**config.mk**
```make
export PLATFORM = sky130hd
export DESIGN_NAME = radio_cell_framer_line_coder
export DESIGN_NICKNAME = d
export VERILOG_FILES = /design/src/inc/framer_pkg.sv /design/src/hdl/radio_cell_framer_line_coder.sv /design/src/hdl/line_coder.sv
export SDC_FILE = /design/constraint.sdc
export NUM_CORES = 1
export LEC_CHECK = 0
export ABC_AREA = 1
export BUFFER_PORTS_ARGS = -buffer_cell sky130_fd_sc_hd__buf_4
export CAP_MARGIN = 0
export CORE_MARGIN = 2
export CORE_UTILIZATION = 62
export CTS_CLUSTER_DIAMETER = 40
export DETAILED_ROUTE_END_ITERATION = 12
export GPL_ROUTABILITY_DRIVEN = 0
export PLACE_DENSITY = 0.84
export SLEW_MARGIN = 20
export SYNTH_ARGS = -nofsm -noshare
export SYNTH_HDL_FRONTEND = slang
export SYNTH_SLANG_ARGS = --single-unit
```
**constraint.sdc**
```tcl
create_clock -name ref_clk -period 6.1 [get_ports ref_clk]
set_input_delay 0.915 -clock ref_clk [delete_from_list [all_inputs] [get_ports ref_clk]]
set_output_delay 0.915 -clock ref_clk [all_outputs]
set_load 0.03 [all_outputs]
```
**src/inc/framer_pkg.sv**
```systemverilog
// constants, types and helpers shared by the cell framer and its line coder
package framer_pkg;

  // bit clock generation
  localparam longint CLK_HZ = 200000000;
  localparam longint BIT_RATE_HZ = 8448000;
  localparam int NCO_W = 24;
  localparam logic [NCO_W-1:0] NCO_INC = NCO_W'((BIT_RATE_HZ << NCO_W) / CLK_HZ);
  localparam logic [NCO_W-1:0] NCO_HALF = 24'h800000;

  // framing
  localparam logic [7:0] DELIM_BYTE = 8'h7E;
  localparam logic [2:0] STUFF_RUN = 3'h5;
  localparam logic [2:0] ONES_MAX = 3'h7;
  localparam logic [2:0] BIT_LAST = 3'h7;
  localparam logic [5:0] CELL_BYTES = 6'h35;

  // self-synchronising scrambler 1 + x^-6 + x^-7
  localparam int SCR_LEN = 7;
  localparam int SCR_TAP_A = 5;
  localparam int SCR_TAP_B = 6;

  typedef logic [NCO_W-1:0] nco_t;

  typedef struct packed {
    logic [7:0] data;
    logic soc;
  } cell_byte_t;

  typedef enum logic {
    TX_DELIM = 1'b0,
    TX_DATA = 1'b1
  } tx_state_t;

  // one accumulator step; the top bit is the wrap that marks a bit period
  function automatic logic [NCO_W:0] ncoStep(input nco_t acc);
    return {1'b0, acc} + {1'b0, NCO_INC};
  endfunction

endpackage

```
**src/hdl/radio_cell_framer_line_coder.sv**
```systemverilog
// bit-serial cell framer and line coder between a cell PHY and a radio modem
`timescale 1ns/1ps
module radio_cell_framer_line_coder (
  // clock and reset
  input wire logic ref_clk,
  input wire logic rst,
  // cells from the phy
  input wire framer_pkg::cell_byte_t txCell,
  input wire logic txValid,
  output logic txReady,
  // line toward the modulator
  output logic txLine,
  output logic txBitStrobe,
  // sliced signal from the demodulator
  input wire logic rxSlice,
  // cells to the phy
  output framer_pkg::cell_byte_t rxCell,
  output logic rxValid
);
  import framer_pkg::*;

  typedef struct packed {
    nco_t txAcc;
    tx_state_t txState;
    logic [7:0] txSh;
    logic [2:0] txBit;
    logic [2:0] txOnes;
    logic [5:0] txCnt;
    logic [7:0] txBuf;
    logic txBufFull;
    logic txReady;
    logic rawBit;
    logic rawValid;
    logic [2:0] rxSync;
    logic rxLvl;
    nco_t rxAcc;
    logic rxRaw;
    logic rxRawValid;
    logic [7:0] rxHunt;
    logic [2:0] rxOnes;
    logic rxInCell;
    logic [7:0] rxDat;
    logic [2:0] rxBit;
    logic [5:0] rxCnt;
    cell_byte_t rxCell;
    logic rxValid;
  } framer_state_t;

  framer_state_t st_r;
  framer_state_t st_nxt;
  logic decBit;
  logic decValid;

  // transmit coding, then receive decoding
  line_coder #(
    .ENCODE(1'b1)
  ) txCoder (
    .ref_clk(ref_clk),
    .rst(rst),
    .inBit(st_r.rawBit),
    .inValid(st_r.rawValid),
    .outBit(txLine),
    .outValid(txBitStrobe)
  );

  line_coder #(
    .ENCODE(1'b0)
  ) rxCoder (
    .ref_clk(ref_clk),
    .rst(rst),
    .inBit(st_r.rxRaw),
    .inValid(st_r.rxRawValid),
    .outBit(decBit),
    .outValid(decValid)
  );

  always_comb begin
    logic txWrap;
    logic rxWrap;
    logic rxEdge;
    logic stuffed;
    logic [7:0] hunt;
    txWrap = 1'b0;
    rxWrap = 1'b0;
    rxEdge = 1'b0;
    stuffed = 1'b0;
    hunt = '0;
    st_nxt = st_r;

    // transmit: byte hand-off from the phy
    if (txValid && st_r.txReady) begin
      st_nxt.txBuf = txCell.data;
      st_nxt.txBufFull = 1'b1;
    end

    // transmit: one bit per accumulator wrap
    {txWrap, st_nxt.txAcc} = ncoStep(st_r.txAcc);
    st_nxt.rawValid = txWrap;
    if (txWrap) begin
      unique case (st_r.txState)
        TX_DELIM: begin
          st_nxt.rawBit = st_r.txSh[7];
          st_nxt.txSh = {st_r.txSh[6:0], 1'b0};
          st_nxt.txBit = st_r.txBit + 3'h1;
          if (st_r.txBit == BIT_LAST) begin
            st_nxt.txSh = DELIM_BYTE;
            if (st_r.txBufFull) begin
              st_nxt.txSh = st_r.txBuf;
              st_nxt.txBufFull = 1'b0;
              st_nxt.txState = TX_DATA;
              st_nxt.txOnes = '0;
              st_nxt.txCnt = '0;
            end
          end
        end
        TX_DATA: begin
          if (st_r.txOnes == STUFF_RUN) begin
            st_nxt.rawBit = 1'b0;
            st_nxt.txOnes = '0;
          end else begin
            st_nxt.rawBit = st_r.txSh[7];
            st_nxt.txSh = {st_r.txSh[6:0], 1'b0};
            st_nxt.txOnes = st_r.txSh[7] ? st_r.txOnes + 3'h1 : 3'h0;
            st_nxt.txBit = st_r.txBit + 3'h1;
            if (st_r.txBit == BIT_LAST) begin
              if (st_r.txCnt == CELL_BYTES - 6'h1 || !st_r.txBufFull) begin
                // cell done, or phy ran dry: close with a delimiter
                st_nxt.txState = TX_DELIM;
                st_nxt.txSh = DELIM_BYTE;
              end else begin
                st_nxt.txSh = st_r.txBuf;
                st_nxt.txBufFull = 1'b0;
                st_nxt.txCnt = st_r.txCnt + 6'h1;
              end
            end
          end
        end
      endcase
    end
    st_nxt.txReady = !st_nxt.txBufFull;

    // receive: synchroniser and level filter
    st_nxt.rxSync = {st_r.rxSync[1:0], rxSlice};
    if (st_r.rxSync[1] == st_r.rxSync[2]) begin
      st_nxt.rxLvl = st_r.rxSync[2];
      rxEdge = st_r.rxSync[2] != st_r.rxLvl;
    end

    // receive: edges pull the sample point to mid-bit
    {rxWrap, st_nxt.rxAcc} = ncoStep(st_r.rxAcc);
    if (rxEdge) begin
      st_nxt.rxAcc = NCO_HALF;
    end
    st_nxt.rxRawValid = rxWrap && !rxEdge;
    st_nxt.rxRaw = st_r.rxLvl;

    // receive: delimiter hunt, destuffing and byte assembly
    st_nxt.rxValid = 1'b0;
    if (decValid) begin
      hunt = {st_r.rxHunt[6:0], decBit};
      st_nxt.rxHunt = hunt;
      if (hunt == DELIM_BYTE) begin
        st_nxt.rxInCell = 1'b1;
        st_nxt.rxCnt = '0;
        st_nxt.rxBit = '0;
        st_nxt.rxOnes = '0;
      end else begin
        stuffed = !decBit && st_r.rxOnes == STUFF_RUN;
        if (decBit) begin
          st_nxt.rxOnes = (st_r.rxOnes == ONES_MAX) ? ONES_MAX : st_r.rxOnes + 3'h1;
        end else begin
          st_nxt.rxOnes = '0;
        end
        if (st_r.rxInCell && !stuffed) begin
          st_nxt.rxDat = {st_r.rxDat[6:0], decBit};
          st_nxt.rxBit = st_r.rxBit + 3'h1;
          if (st_r.rxBit == BIT_LAST) begin
            st_nxt.rxCell.data = {st_r.rxDat[6:0], decBit};
            st_nxt.rxCell.soc = st_r.rxCnt == 6'h0;
            st_nxt.rxValid = 1'b1;
            st_nxt.rxCnt = st_r.rxCnt + 6'h1;
            if (st_r.rxCnt == CELL_BYTES - 6'h1) begin
              st_nxt.rxInCell = 1'b0;
            end
          end
        end
      end
    end
  end

  always_ff @(posedge ref_clk or posedge rst) begin
    if (rst) begin
      st_r <= '0;
      st_r.txSh <= DELIM_BYTE;
      st_r.txReady <= 1'b1;
      st_r.txState <= TX_DELIM;
    end else begin
      st_r <= st_nxt;
    end
  end

  assign txReady = st_r.txReady;
  assign rxCell = st_r.rxCell;
  assign rxValid = st_r.rxValid;

endmodule

```
**src/hdl/line_coder.sv**
```systemverilog
// differential coder with self-synchronising scrambler, either direction
`timescale 1ns/1ps
module line_coder #(
  parameter bit ENCODE = 1'b1
) (
  // clock and reset
  input wire logic ref_clk,
  input wire logic rst,
  // bit in
  input wire logic inBit,
  input wire logic inValid,
  // bit out
  output logic outBit,
  output logic outValid
);
  import framer_pkg::*;

  typedef struct packed {
    logic [SCR_LEN-1:0] sr;
    logic prev;
    logic outBit;
    logic outValid;
  } coder_state_t;

  coder_state_t st_r;
  coder_state_t st_nxt;

  always_comb begin
    logic d;
    d = 1'b0;
    st_nxt = st_r;
    st_nxt.outValid = inValid;
    if (inValid) begin
      if (ENCODE) begin
        d = inBit ^ st_r.prev;
        st_nxt.prev = d;
        st_nxt.outBit = d ^ st_r.sr[SCR_TAP_A] ^ st_r.sr[SCR_TAP_B];
        st_nxt.sr = {st_r.sr[SCR_LEN-2:0], st_nxt.outBit};
      end else begin
        d = inBit ^ st_r.sr[SCR_TAP_A] ^ st_r.sr[SCR_TAP_B];
        st_nxt.sr = {st_r.sr[SCR_LEN-2:0], inBit};
        st_nxt.outBit = d ^ st_r.prev;
        st_nxt.prev = d;
      end
    end
  end

  always_ff @(posedge ref_clk or posedge rst) begin
    if (rst) begin
      st_r <= '0;
    end else begin
      st_r <= st_nxt;
    end
  end

  assign outBit = st_r.outBit;
  assign outValid = st_r.outValid;

endmodule

```
; ---- Yosys cells after proc, flatten, opt, wreduce, memory -nomap -nowiden
; Index checks and enable logic that the tools add are counted.
[op_classes]
add_sub_neg = 8
n_eq_ne = 15
mux = 36
n_bitwise = 8
n_reduce_logical = 22
[ops]
columns = op, n
row1 = two-way mux 9 bit, 6
row2 = "adder 24 x 20 -> 25 bit, second input constant", 2
row3 = one-hot mux 21 bit (2 select lines), 1
row4 = two-way mux 28 bit, 1
row5 = two-way mux 24 bit, 1
row6 = two-way mux 6 bit, 3
row7 = two-way mux 16 bit, 1
row8 = "== test 3 bit, second input constant", 5
row9 = two-way mux 1 bit, 14
row10 = "adder 3 x 1 -> 3 bit, second input constant", 4
row11 = "adder 6 x 1 -> 6 bit, second input constant", 2
row12 = "== test 6 bit, second input constant", 2
row13 = two-way mux 12 bit, 1
row14 = two-way mux 3 bit, 4
row15 = AND reduction 3 bit, 3
row16 = "== test 8 x 7 -> 1 bit, second input constant", 1
row17 = two-way mux 8 bit, 1
row18 = "inequality test 2 bit, second input constant", 4
row19 = AND reduction 4 bit, 2
row20 = zero test 6 bit, 1
row21 = AND reduction 6 bit, 1
row22 = nonzero test 2 bit, 3
row23 = XOR 1 bit, 6
row24 = zero test 1 bit, 5
row25 = 9 further kinds, 15
[word_totals]
register_bits = 145
input_bits = 13
output_inout_bits = 13
word_cells = 122

; ---- Longest topological paths before layout
; Gate-level depths: netlist (run 1).
[depth]
ltp_word = 8
ltp_mapped = 11
ltp_nobuf = 11

; ---- Cells and area by module
; Synthesis (run 1) repeated with hierarchy kept, for this count alone.
[unflattened]
hier_cells = 956
hier_area_um2 = 7437.1
[by_module_without_submodules]
columns = module, n_inst, cells_per_inst, area_each_um2, seq_area_each_um2
row1 = radio_cell_framer_line_coder, 1, 863, 6620.1, 3111.7
row2 = line_coder at rxCoder, 1, 45, 422.9, 250.2
row3 = line_coder at txCoder, 1, 48, 394.1, 225.2

; ---- Worst setup path before layout (run 1)
; OpenSTA, ideal clock, no wires.
[synth_timing]
kind = register to register
start = register st_r[90] (netlist bit)
end = register st_r[95] (netlist bit)
setup_ns = 0.081
arrival_time_ns = 1.580
required_ns = 6.019
setup_slack_ns = 4.439
stages_incl_launch_ff = 10
n_path_buf = 2
period_less_slack_ns = 1.661
cell_sequence = dfrtp_1 > ha_1 > ha_1 > clkbuf_1 > nand2_1 > a21oi_1 > buf_2 > nand2_1 > o21ai_0 > o21ai_1
[synth_between]
elab_chain_cells = 4
word_cells_on_any_way = 5
classes_between = eq/ne (1) / mux (4)
[synth_rtl]
columns = element, line
row1 = start: declaration, radio_cell_framer_line_coder.sv:49  ; framer_state_t st_r;
row2 = start signal: assignment, radio_cell_framer_line_coder.sv:198  ; st_r <= st_nxt;
row3 = == test 3 bit *, "radio_cell_framer_line_coder.sv:105, radio_cell_framer_line_coder.sv:125"
row4 = two-way mux 9 bit, radio_cell_framer_line_coder.sv:125  ; if (st_r.txBit == BIT_LAST) begin
row5 = two-way mux 12 bit, radio_cell_framer_line_coder.sv:117  ; if (st_r.txOnes == STUFF_RUN) begin
row6 = one-hot mux 21 bit (2 select lines) *, radio_cell_framer_line_coder.sv:100  ; unique case (st_r.txState)
; Mark *: on every way between the ends. The rest lies on a longest branch, timed or not. The select of a mux whose other input is x is not followed.
; A chain may end at the register's enable or synchronous reset.

==> results.sh, run 1 <==
export IMPL_critPathArrivalTime_ns=2.65
export IMPL_grt_ovfl_total=0
export IMPL_area_growth_pct=10.5
export IMPL_synth_area_leader_cell="dfrtp_1"
export IMPL_hp_class="reg -> reg"
export IMPL_worstHoldStart="st_nxt[67]"
export IMPL_cts_tree="built"
export IMPL_cts_resized=0
export IMPL_ir_drop_mv=0.353
export IMPL_skew_ns=0.00858
export IMPL_fmax_mhz=429
export IMPL_synthArstFlopShare_pct=100
export IMPL_yosysWarnings=0
export IMPL_antenna_cells=0
export IMPL_numClockSinks=143
export IMPL_drc=0
export IMPL_ys_seq_area_share_pct=48.2
export IMPL_path_clk_slew_ns=0.06
export IMPL_holdPathStages=0
export IMPL_htree_levels=4
export IMPL_tns_ns=0
export IMPL_worst_slew_pin_slew_ns=1.02
export IMPL_synthTopCellsByArea="dfrtp_1 (46%), nand2_1 (15%), nor2_1 (6.5%), inv_1 (6.1%), nand3_1 (5.1%)"
export IMPL_grt_pass1_wl_mm=25.1
export IMPL_numPortBuffers=24
export IMPL_final_hold_viol_count=0
export IMPL_r2r_start="st_r[90]"
export IMPL_num_rows=40
export IMPL_core_mm2=0.0119
export IMPL_synth_most_common_cell="nand2_1"
export IMPL_powerDensity_mw_per_mm2=306
export IMPL_status="finished clean"
export IMPL_min_period_ns=2.33
export IMPL_synth_edf_count=0
export IMPL_wl_per_cell_um=12.3
export IMPL_cts_root_buf="clkbuf_16"
export IMPL_hpwl_mm=9.88
export IMPL_drv_slew=0
export IMPL_rsz0062_at_grt="no"
export IMPL_drv_cap=0
export IMPL_min_to="st_nxt[68]"
export IMPL_grt_usage_pct=24.3
export IMPL_required_ns=6.42
export IMPL_fp_dieArea_mm2=0.0129
export IMPL_rr_worst_depth=7
export IMPL_r2r_end="st_r[72]"
export IMPL_start_util_pct=62.8
export IMPL_antenna_found_initial=0
export IMPL_ys_ff_latch=143
export IMPL_drtAntennaViolNets=0
export IMPL_p_leak_nw=4.12
export IMPL_synth_nets=1014
export IMPL_fin_util_pct=69.4
export IMPL_viasPerCell=5.30
export IMPL_synth_top_cell_area_share_pct=45.7
export IMPL_final_area_mm2=0.00823
export IMPL_cts_hold_buf=0
export IMPL_synth_avg_cell_area_um2=7.55
export IMPL_start_kind="register"
export IMPL_rrSetupSlack_ns=3.77
export IMPL_grt_pass1_vias=5698
export IMPL_layout_nets=1033
export IMPL_place_area_mm2=0.00766
export IMPL_netlist_instances=987
export IMPL_first_pass_iters=6
export IMPL_setup_viol=0
export IMPL_num_io_pins=26
export IMPL_synth_area_mm2=0.00745
export IMPL_die_w_um=114
export IMPL_dr_total_vias=6183
export IMPL_grt_max_degree=83
export IMPL_synthTopCellsByCount="nand2_1 (292), dfrtp_1 (136), nor2_1 (128)"
export IMPL_dr_first_iter_drc_count=525
export IMPL_fp_dieH_um=114
export IMPL_critPathKind="reg -> reg"
export IMPL_cts_buffers=17
export IMPL_relSlewSlack_pct=32.1
export IMPL_synth_distinct_cells=39
export IMPL_ctsLongestPathBuffers=2
export IMPL_synth_ff_type="dfrtp_1"
export IMPL_cp_max_fo=11
export IMPL_finalCritPeriodShare_pct=38.2
export IMPL_insertion_delay_ns=0.42
export IMPL_crit_path_end_kind="register"
export IMPL_cts_setup_buffers=0
export IMPL_drive_gt1_share_pct=7.85
export IMPL_wl_mm=14.3
-- flip-flops by register name (all words and copies together), names as in the netlist, 3 cells and up --
| signal | count |
|---|---|
| st_nxt | 3 |
| txCoder.st_r | 8 |
| rxCell | 9 |
| st_r | 110 |
| rxCoder.st_r | 8 |
-- final cells by class --
cell class	instances	area, um2
clock buffers	26	489
clock inverters	6	82.6
fillers	951	3630
inverters	132	500
multi-input cells	686	3190
flip-flops and latches	143	3590
well taps	147	184
repair buffers	26	195
-- power breakdown --
| part | internal, mW | total, mW | switching, mW | leakage (nW) |
|---|---|---|---|---|
| combinational | 0.128 | 0.392 | 0.264 | 2.01 |
| clock | 0.632 | 1.00 | 0.372 | 0.278 |
| sequential | 1.04 | 1.12 | 0.0856 | 1.83 |
| total | 1.80 | 2.52 | 0.722 | 4.12 |
-- through the flow --
stage               power, mW  hold slack (ns)  std cells  setup WS (ns)
floorplan                1.42            0.331        987           1.36
global placement         1.51            0.364       1134           3.73
detailed placement       1.52            0.362       1134           3.71
CTS                      2.53            0.375       1166           3.77
global route             2.65            0.384       1166           3.57
finish                   2.52            0.367       1166           3.77
-- worst max-delay path, stage by stage, from the launching register on --
cell and delay (ns):
dfrtp_1 0.37, ha_1 0.17, ha_1 0.32, nand2_1 0.15, a21oi_1 0.80, nand3_4 0.21, nand2_1 0.16, inv_2 0.04
-- per-layer routing --
layer | wire, um | global-route usage [%] | part of all wire [%] | vias up
met5 | 0 | 0 | 0 | -
met4 | 140 | 7.56 | 0.98 | 0
met3 | 652 | 6.06 | 4.5 | 15
met2 | 6940 | 40.0 | 48 | 138
met1 | 6610 | 32.0 | 46 | 2886
li1 | - | - | - | 3144
-- kinds of logic after synthesis --
kind of cell,share of synthesized area [%]
and+or+nand+nor,30.1
buffers and inverters,8.99
DFF,48.2
AOI/OAI and AO/OA,7.88
xor gates and xnor gates,2.23
adders and majority gates,2.35
muxes,0.302
-- worst max path at each step --
stage	start	endpoint	slack, ns	cells after the start
detailed placement	rst	st_r[50]	3.71	3
global placement	rst	st_r[50]	3.73	3
floorplan	rst	rxCell[0]	1.36	1
global route	st_r[90]	st_r[72]	3.57	7
CTS	st_r[90]	st_r[72]	3.77	7
finish	st_r[90]	st_r[72]	3.77	7
-- cell usage in the layout, fill, tap and decap left out, drive strengths merged --
cell type,count
nand2,297
dfrtp,136
nor2,131
inv,130
nand3,77
o21ai,54
a21oi,46
buf,26
clkbuf,26
nand4,21
ha,14
xor2,10
nor3,9
xnor2,9
dfstp,7
clkinv,5
o22ai,3
a22o,2
o211ai,2
mux2,2
nand3b,2
a31oi,2
bufinv,2
nor3b,1
or2,1
a21boi,1
o31ai,1
o21bai,1
clkinvlp,1
No activity file was read; power rests on OpenSTA's default activity.
==> run 2, diff against run 1 <==
- clock period: 6.1 -> 2.4 ns (I/O delays scaled with it)
==> run 2 against run 1 <==
Cell count grew 0.34%. Critical path depth grew 4. Setup slack lost 3.2 ns. Worst hold slack lost 0.32 ns. Sequential share of layout area shrank 0.14 points. Global-route usage grew 0.20 points. First-iteration DRC count shrank 12%. Wire length grew 1.7%. Clock-buffer cell count shrank 2. Clock skew shrank 0.0028 ns. Critical endpoint is now rxCell[8].
==> results.sh, run 2 (synthesized netlist as in run 1, its figures left out) <==
export IMPL_status="finished clean"
export IMPL_antenna_cells=0
export IMPL_drive_gt1_share_pct=8.21
export IMPL_required_ns=2.75
export IMPL_core_mm2=0.0119
export IMPL_area_growth_pct=10.9
export IMPL_drc=0
export IMPL_drv_slew=0
export IMPL_grt_pass1_vias=6008
export IMPL_drv_cap=0
export IMPL_cts_setup_buffers=0
export IMPL_htree_levels=4
export IMPL_numClockSinks=143
export IMPL_p_leak_nw=4.13
export IMPL_critPathArrivalTime_ns=2.23
export IMPL_fp_dieH_um=114
export IMPL_insertion_delay_ns=0.42
export IMPL_layout_common_cells="nand2_1 (292), dfrtp_1 (136), nor2_1 (128)"
export IMPL_wl_mm=14.6
export IMPL_cp_max_fo=16
export IMPL_crit_path_end_kind="register"
export IMPL_cts_root_buf="clkbuf_16"
export IMPL_ir_drop_mv=0.492
export IMPL_grt_max_degree=64
export IMPL_cts_buffers=17
export IMPL_largest_reg_flops=110
export IMPL_fmax_mhz=534
export IMPL_grt_pass1_wl_mm=25.7
export IMPL_cts_resized=0
export IMPL_numPortBuffers=24
export IMPL_cts_tree="built"
export IMPL_num_rows=40
export IMPL_fp_dieArea_mm2=0.0129
export IMPL_relSlewSlack_pct=66.9
export IMPL_setup_viol=0
export IMPL_finalCritPeriodShare_pct=78.0
export IMPL_hpwl_mm=10.1
export IMPL_drtAntennaViolNets=0
export IMPL_powerDensity_mw_per_mm2=756
export IMPL_largest_register="st_r"
export IMPL_first_pass_iters=5
export IMPL_viasPerCell=5.28
export IMPL_dr_first_iter_drc_count=460
export IMPL_ctsLongestPathBuffers=2
export IMPL_grt_ovfl_total=0
export IMPL_start_util_pct=62.8
export IMPL_worst_slew_pin_slew_ns=0.496
export IMPL_die_w_um=114
export IMPL_min_period_ns=1.87
export IMPL_start_kind="register"
export IMPL_grt_usage_pct=24.5
export IMPL_wl_per_cell_um=12.5
export IMPL_critPathKind="reg -> reg"
export IMPL_antenna_found_initial=0
export IMPL_dr_total_vias=6178
export IMPL_tns_ns=0
export IMPL_final_hold_viol_count=0
export IMPL_path_clk_slew_ns=0.06
export IMPL_layout_nets=1038
export IMPL_num_io_pins=26
export IMPL_fin_util_pct=69.6
export IMPL_hp_class="in -> reg"
export IMPL_final_common_cell="nand2_1"
export IMPL_rsz0062_at_grt="no"
export IMPL_skew_ns=0.00583
==> run 2: cell count changes in the layout (fill, tap and decap cells not counted) <==
cell           before  now
buf_12              0    2
buf_4              26   28
bufinv_16           2    1
clkbuf_1            6    5
clkbuf_8            3    2
clkinv_2            3    5
clkinvlp_4          1    2
dlygate4sd3_1       0    1
inv_6               1    0
==> run 2: timing repair <==
item	in CTS	in global routing
endpoints found under the setup margin	0	0
hold buffers	1	0
hold endpoints to repair	17	0
==> run 2: path summary, 6_finish.rpt <==
check,from,end,slack [ns],cells after the start
max,st_r[29],rxCell[8],0.53,11
min,rxSlice,st_nxt[67],0.05,1
max reg2reg,st_r[29],rxCell[8],0.53,11
min reg2reg,st_nxt[67],st_nxt[68],0.38,0
max in group asynchronous,rst,st_r[94],1.15,4
min in group asynchronous,rst,st_r[86],0.55,3
==> run 2: power breakdown <==
part	switching, mW	internal (mW)	total (mW)
Clock	0.931	1.46	2.39
Combinational	0.669	0.332	1.00
Sequential	0.209	2.64	2.85
Total	1.81	4.43	6.24
==> run 2: metrics by stage <==
| step | worst slack [ns] | instance area (um2) | hold slack, ns | power (mW) | instances |
|---|---|---|---|---|---|
| after detailed placement | 0.540 | 7710 | 0.366 | 3.86 | 1138 |
| after global placement | 0.578 | 7710 | 0.361 | 3.83 | 1138 |
| after global routing | 0.309 | 8260 | 0.0381 | 6.59 | 1170 |
| final | 0.528 | 8260 | 0.0499 | 6.24 | 1170 |
| after CTS | 0.529 | 8260 | 0.0355 | 6.28 | 1170 |
| after floorplan | 0.255 | 7450 | 0.331 | 3.62 | 987 |
==> run 2: area by class of cell <==
class | count | area [um2]
clock buffers | 24 | 472
clock inverters | 7 | 62.6
fillers | 946 | 3610
inverters | 132 | 499
multi-input cells | 686 | 3190
flip-flops and latches | 143 | 3590
well taps | 147 | 184
repair buffers | 31 | 260
==> run 2: per-layer routing <==
metal	GRT usage, %	wire length [um]	up-vias
met5	0	0	-
met2	41.4	7080	150
met1	31.4	6630	2837
met4	9.11	260	0
li1	-	-	3168
met3	5.05	620	23
==> run 2: critical path, cell delays in order (launching register included) <==
cell and delay [ns]:
dfrtp_1 0.36, inv_1 0.07, ha_1 0.17, nand3_1 0.07
nand2_1 0.10, inv_1 0.11, nand2_1 0.07, nor2_1 0.19
nand2_1 0.34, inv_1 0.20, nand2_1 0.06, nand2_1 0.05
==> run 3, diff against run 2 <==
- CORE_UTILIZATION: 62 -> 56
- PLACE_DENSITY: 0.84 -> 0.8
- clock period: 2.4 -> 1.5 ns (I/O delays scaled with it)
==> run 3 against run 2 <==
The flow now finishes with violations (negative setup slack). Final area increased by 16%. Register-to-register slack worse by 0.55 ns. Sequential share of layout area fell by 6.1 points. Setup slack got worse by 0.55 ns. Die area grew 10%. Clock power rose by 83%. Combinational power is 110% higher. Sequential power up 60%. Critical path type unchanged. Global-route usage up 0.21 points. Highest routed layer unchanged. Power grew 77%. Non-clock buffer count rose by 98. Largest cell class is now multi-input gates. Utilization up 3.5 points.
==> results.sh, run 3 (synthesized netlist as in run 1, its figures left out) <==
export IMPL_layout_common_cells="nand2_1 (252), dfrtp_1 (131), buf_4 (114)"
export IMPL_core_mm2=0.0131
export IMPL_ir_drop_mv=0.840
export IMPL_ctsLongestPathBuffers=2
export IMPL_die_w_um=119
export IMPL_crit_path_end_kind="register"
export IMPL_layout_nets=1137
export IMPL_drtAntennaViolNets=0
export IMPL_critPathArrivalTime_ns=1.83
export IMPL_fmax_mhz=659
export IMPL_total_power_mw=11.1
export IMPL_viasPerCell=5.23
export IMPL_required_ns=1.81
export IMPL_cpPeakStageDelay_ns=0.41
export IMPL_insertion_delay_ns=0.42
export IMPL_setup_viol=11
export IMPL_cp_max_fo=6
export IMPL_antenna_found_initial=0
export IMPL_grt_pass1_wl_mm=28.5
export IMPL_powerDensity_mw_per_mm2=1150
export IMPL_antenna_cells=0
export IMPL_num_fill_cells=915
export IMPL_final_hold_viol_count=0
export IMPL_cts_buffers=17
export IMPL_largest_register="st_r"
export IMPL_rr_worst_depth=11
export IMPL_area_growth_pct=29.0
export IMPL_skew_ns=0.00719
export IMPL_register_area_mm2=0.00359
export IMPL_path_clk_slew_ns=0.06
export IMPL_p_leak_nw=4.69
export IMPL_drc=0
export IMPL_start_util_pct=56.7
export IMPL_critPathBufInv=2
export IMPL_wl_mm=17.4
export IMPL_critPathKind="reg -> reg"
export IMPL_hp_class="in -> reg"
export IMPL_worst_slew_pin_slew_ns=0.480
export IMPL_cts_tree="built"
export IMPL_violations="negative setup slack"
export IMPL_slowest_stage="dfrtp_1"
export IMPL_whs_ns=0.0331
export IMPL_hpwl_mm=11.3
export IMPL_start_kind="register"
export IMPL_crit_chain="inv_2, nand2_2, nor2_4, nand2_2, nor2_2, nand2_2, nand2_8, nand2_4, buf_6, nand2_2, nand2_1"
export IMPL_crit_family="simple AND/OR/NAND/NOR gates"
export IMPL_path_common_cell="nand2_2"
export IMPL_grt_ovfl_total=0
export IMPL_dr_total_vias=6789
export IMPL_min_period_ns=1.52
export IMPL_num_io_pins=26
export IMPL_first_pass_iters=5
export IMPL_htree_levels=4
export IMPL_final_common_cell="nand2_1"
export IMPL_path_depth=11
export IMPL_finalCritPeriodShare_pct=101
export IMPL_numClockSinks=143
export IMPL_num_rows=42
export IMPL_grt_max_degree=90
export IMPL_grt_pass1_vias=6469
export IMPL_fp_dieH_um=119
export IMPL_rsz0062_at_grt="yes"
export IMPL_drv_cap=0
export IMPL_holdPathStages=2
export IMPL_relSlewSlack_pct=68.0
export IMPL_status="finished, violations left"
export IMPL_cts_root_buf="clkbuf_16"
export IMPL_drv_slew=0
export IMPL_numPortBuffers=24
export IMPL_largest_reg_flops=110
export IMPL_fin_ws_ns=-0.0171
export IMPL_fp_dieArea_mm2=0.0142
export IMPL_multi_input_comb_area_mm2=0.00361
export IMPL_wl_per_cell_um=13.4
export IMPL_grt_usage_pct=24.7
export IMPL_dr_first_iter_drc_count=450
export IMPL_drive_gt1_share_pct=26.8
==> run 3: worst paths after layout <==
check | startpoint | endpoint | slack [ns]
max | st_r[119] | st_r[90] | -0.02
min | txCell[8] | st_r[80] | 0.03
max reg2reg | st_r[119] | st_r[90] | -0.02
min reg2reg | st_nxt[67] | st_nxt[68] | 0.35
max in group asynchronous | rst | st_r[53] | 0.58
min in group asynchronous | rst | txCoder.st_r[9] | 0.46
==> run 3: metrics by stage <==
| step | cell area, um2 | util, % | cells | setup TNS, ns | setup WS, ns |
|---|---|---|---|---|---|
| 2_1_floorplan | 7460 | - | 987 | -70.02 | -0.510 |
| 3_3_place_gp | 8390 | 63.9 | 1250 | -0.103 | -0.0338 |
| 3_5_place_dp | 8390 | 63.9 | 1250 | -0.465 | -0.0639 |
| 4_1_cts | 9180 | 69.9 | 1289 | 0 | 0.00258 |
| 5_1_grt | 9610 | 73.1 | 1299 | -2.50 | -0.105 |
| 6_report | 9610 | 73.1 | 1299 | -0.0536 | -0.0171 |
==> run 3: metal layers <==
layer | vias up | GRT usage, % | routed length (um)
met2 | 180 | 42.3 | 8880
li1 | 3374 | - | -
met4 | 0 | 10.4 | 323
met3 | 38 | 4.41 | 711
met1 | 3197 | 31.0 | 7520
met5 | - | 0 | 0
==> run 3: layout make-up <==
| cell class | instances | share of cell area (%) |
|---|---|---|
| Tap cell | 176 | 2.29 |
| Inverter | 132 | 5.22 |
| Clock inverter | 5 | 1.07 |
| Sequential cell | 143 | 37.4 |
| Timing Repair Buffer | 129 | 11.1 |
| Multi-Input combinational cell | 687 | 37.6 |
| Clock buffer | 27 | 5.34 |
==> run 3: power by group <==
group / switching, mW / leakage [nW] / internal, mW
registers: 0.325 / 1.82 / 4.23
clock network: 1.54 / 0.298 / 2.84
logic: 1.29 / 2.57 / 0.838
==> run 3: what timing repair did <==
item / in CTS / in global routing
resized for setup: 34 / 119
hold endpoints to repair: 74 / 0
endpoints found under the setup margin: 37 / 74
pin swaps: 9 / 26
buffers inserted: 5 / 7
hold buffers: 2 / 0
gates cloned: 1 / 3
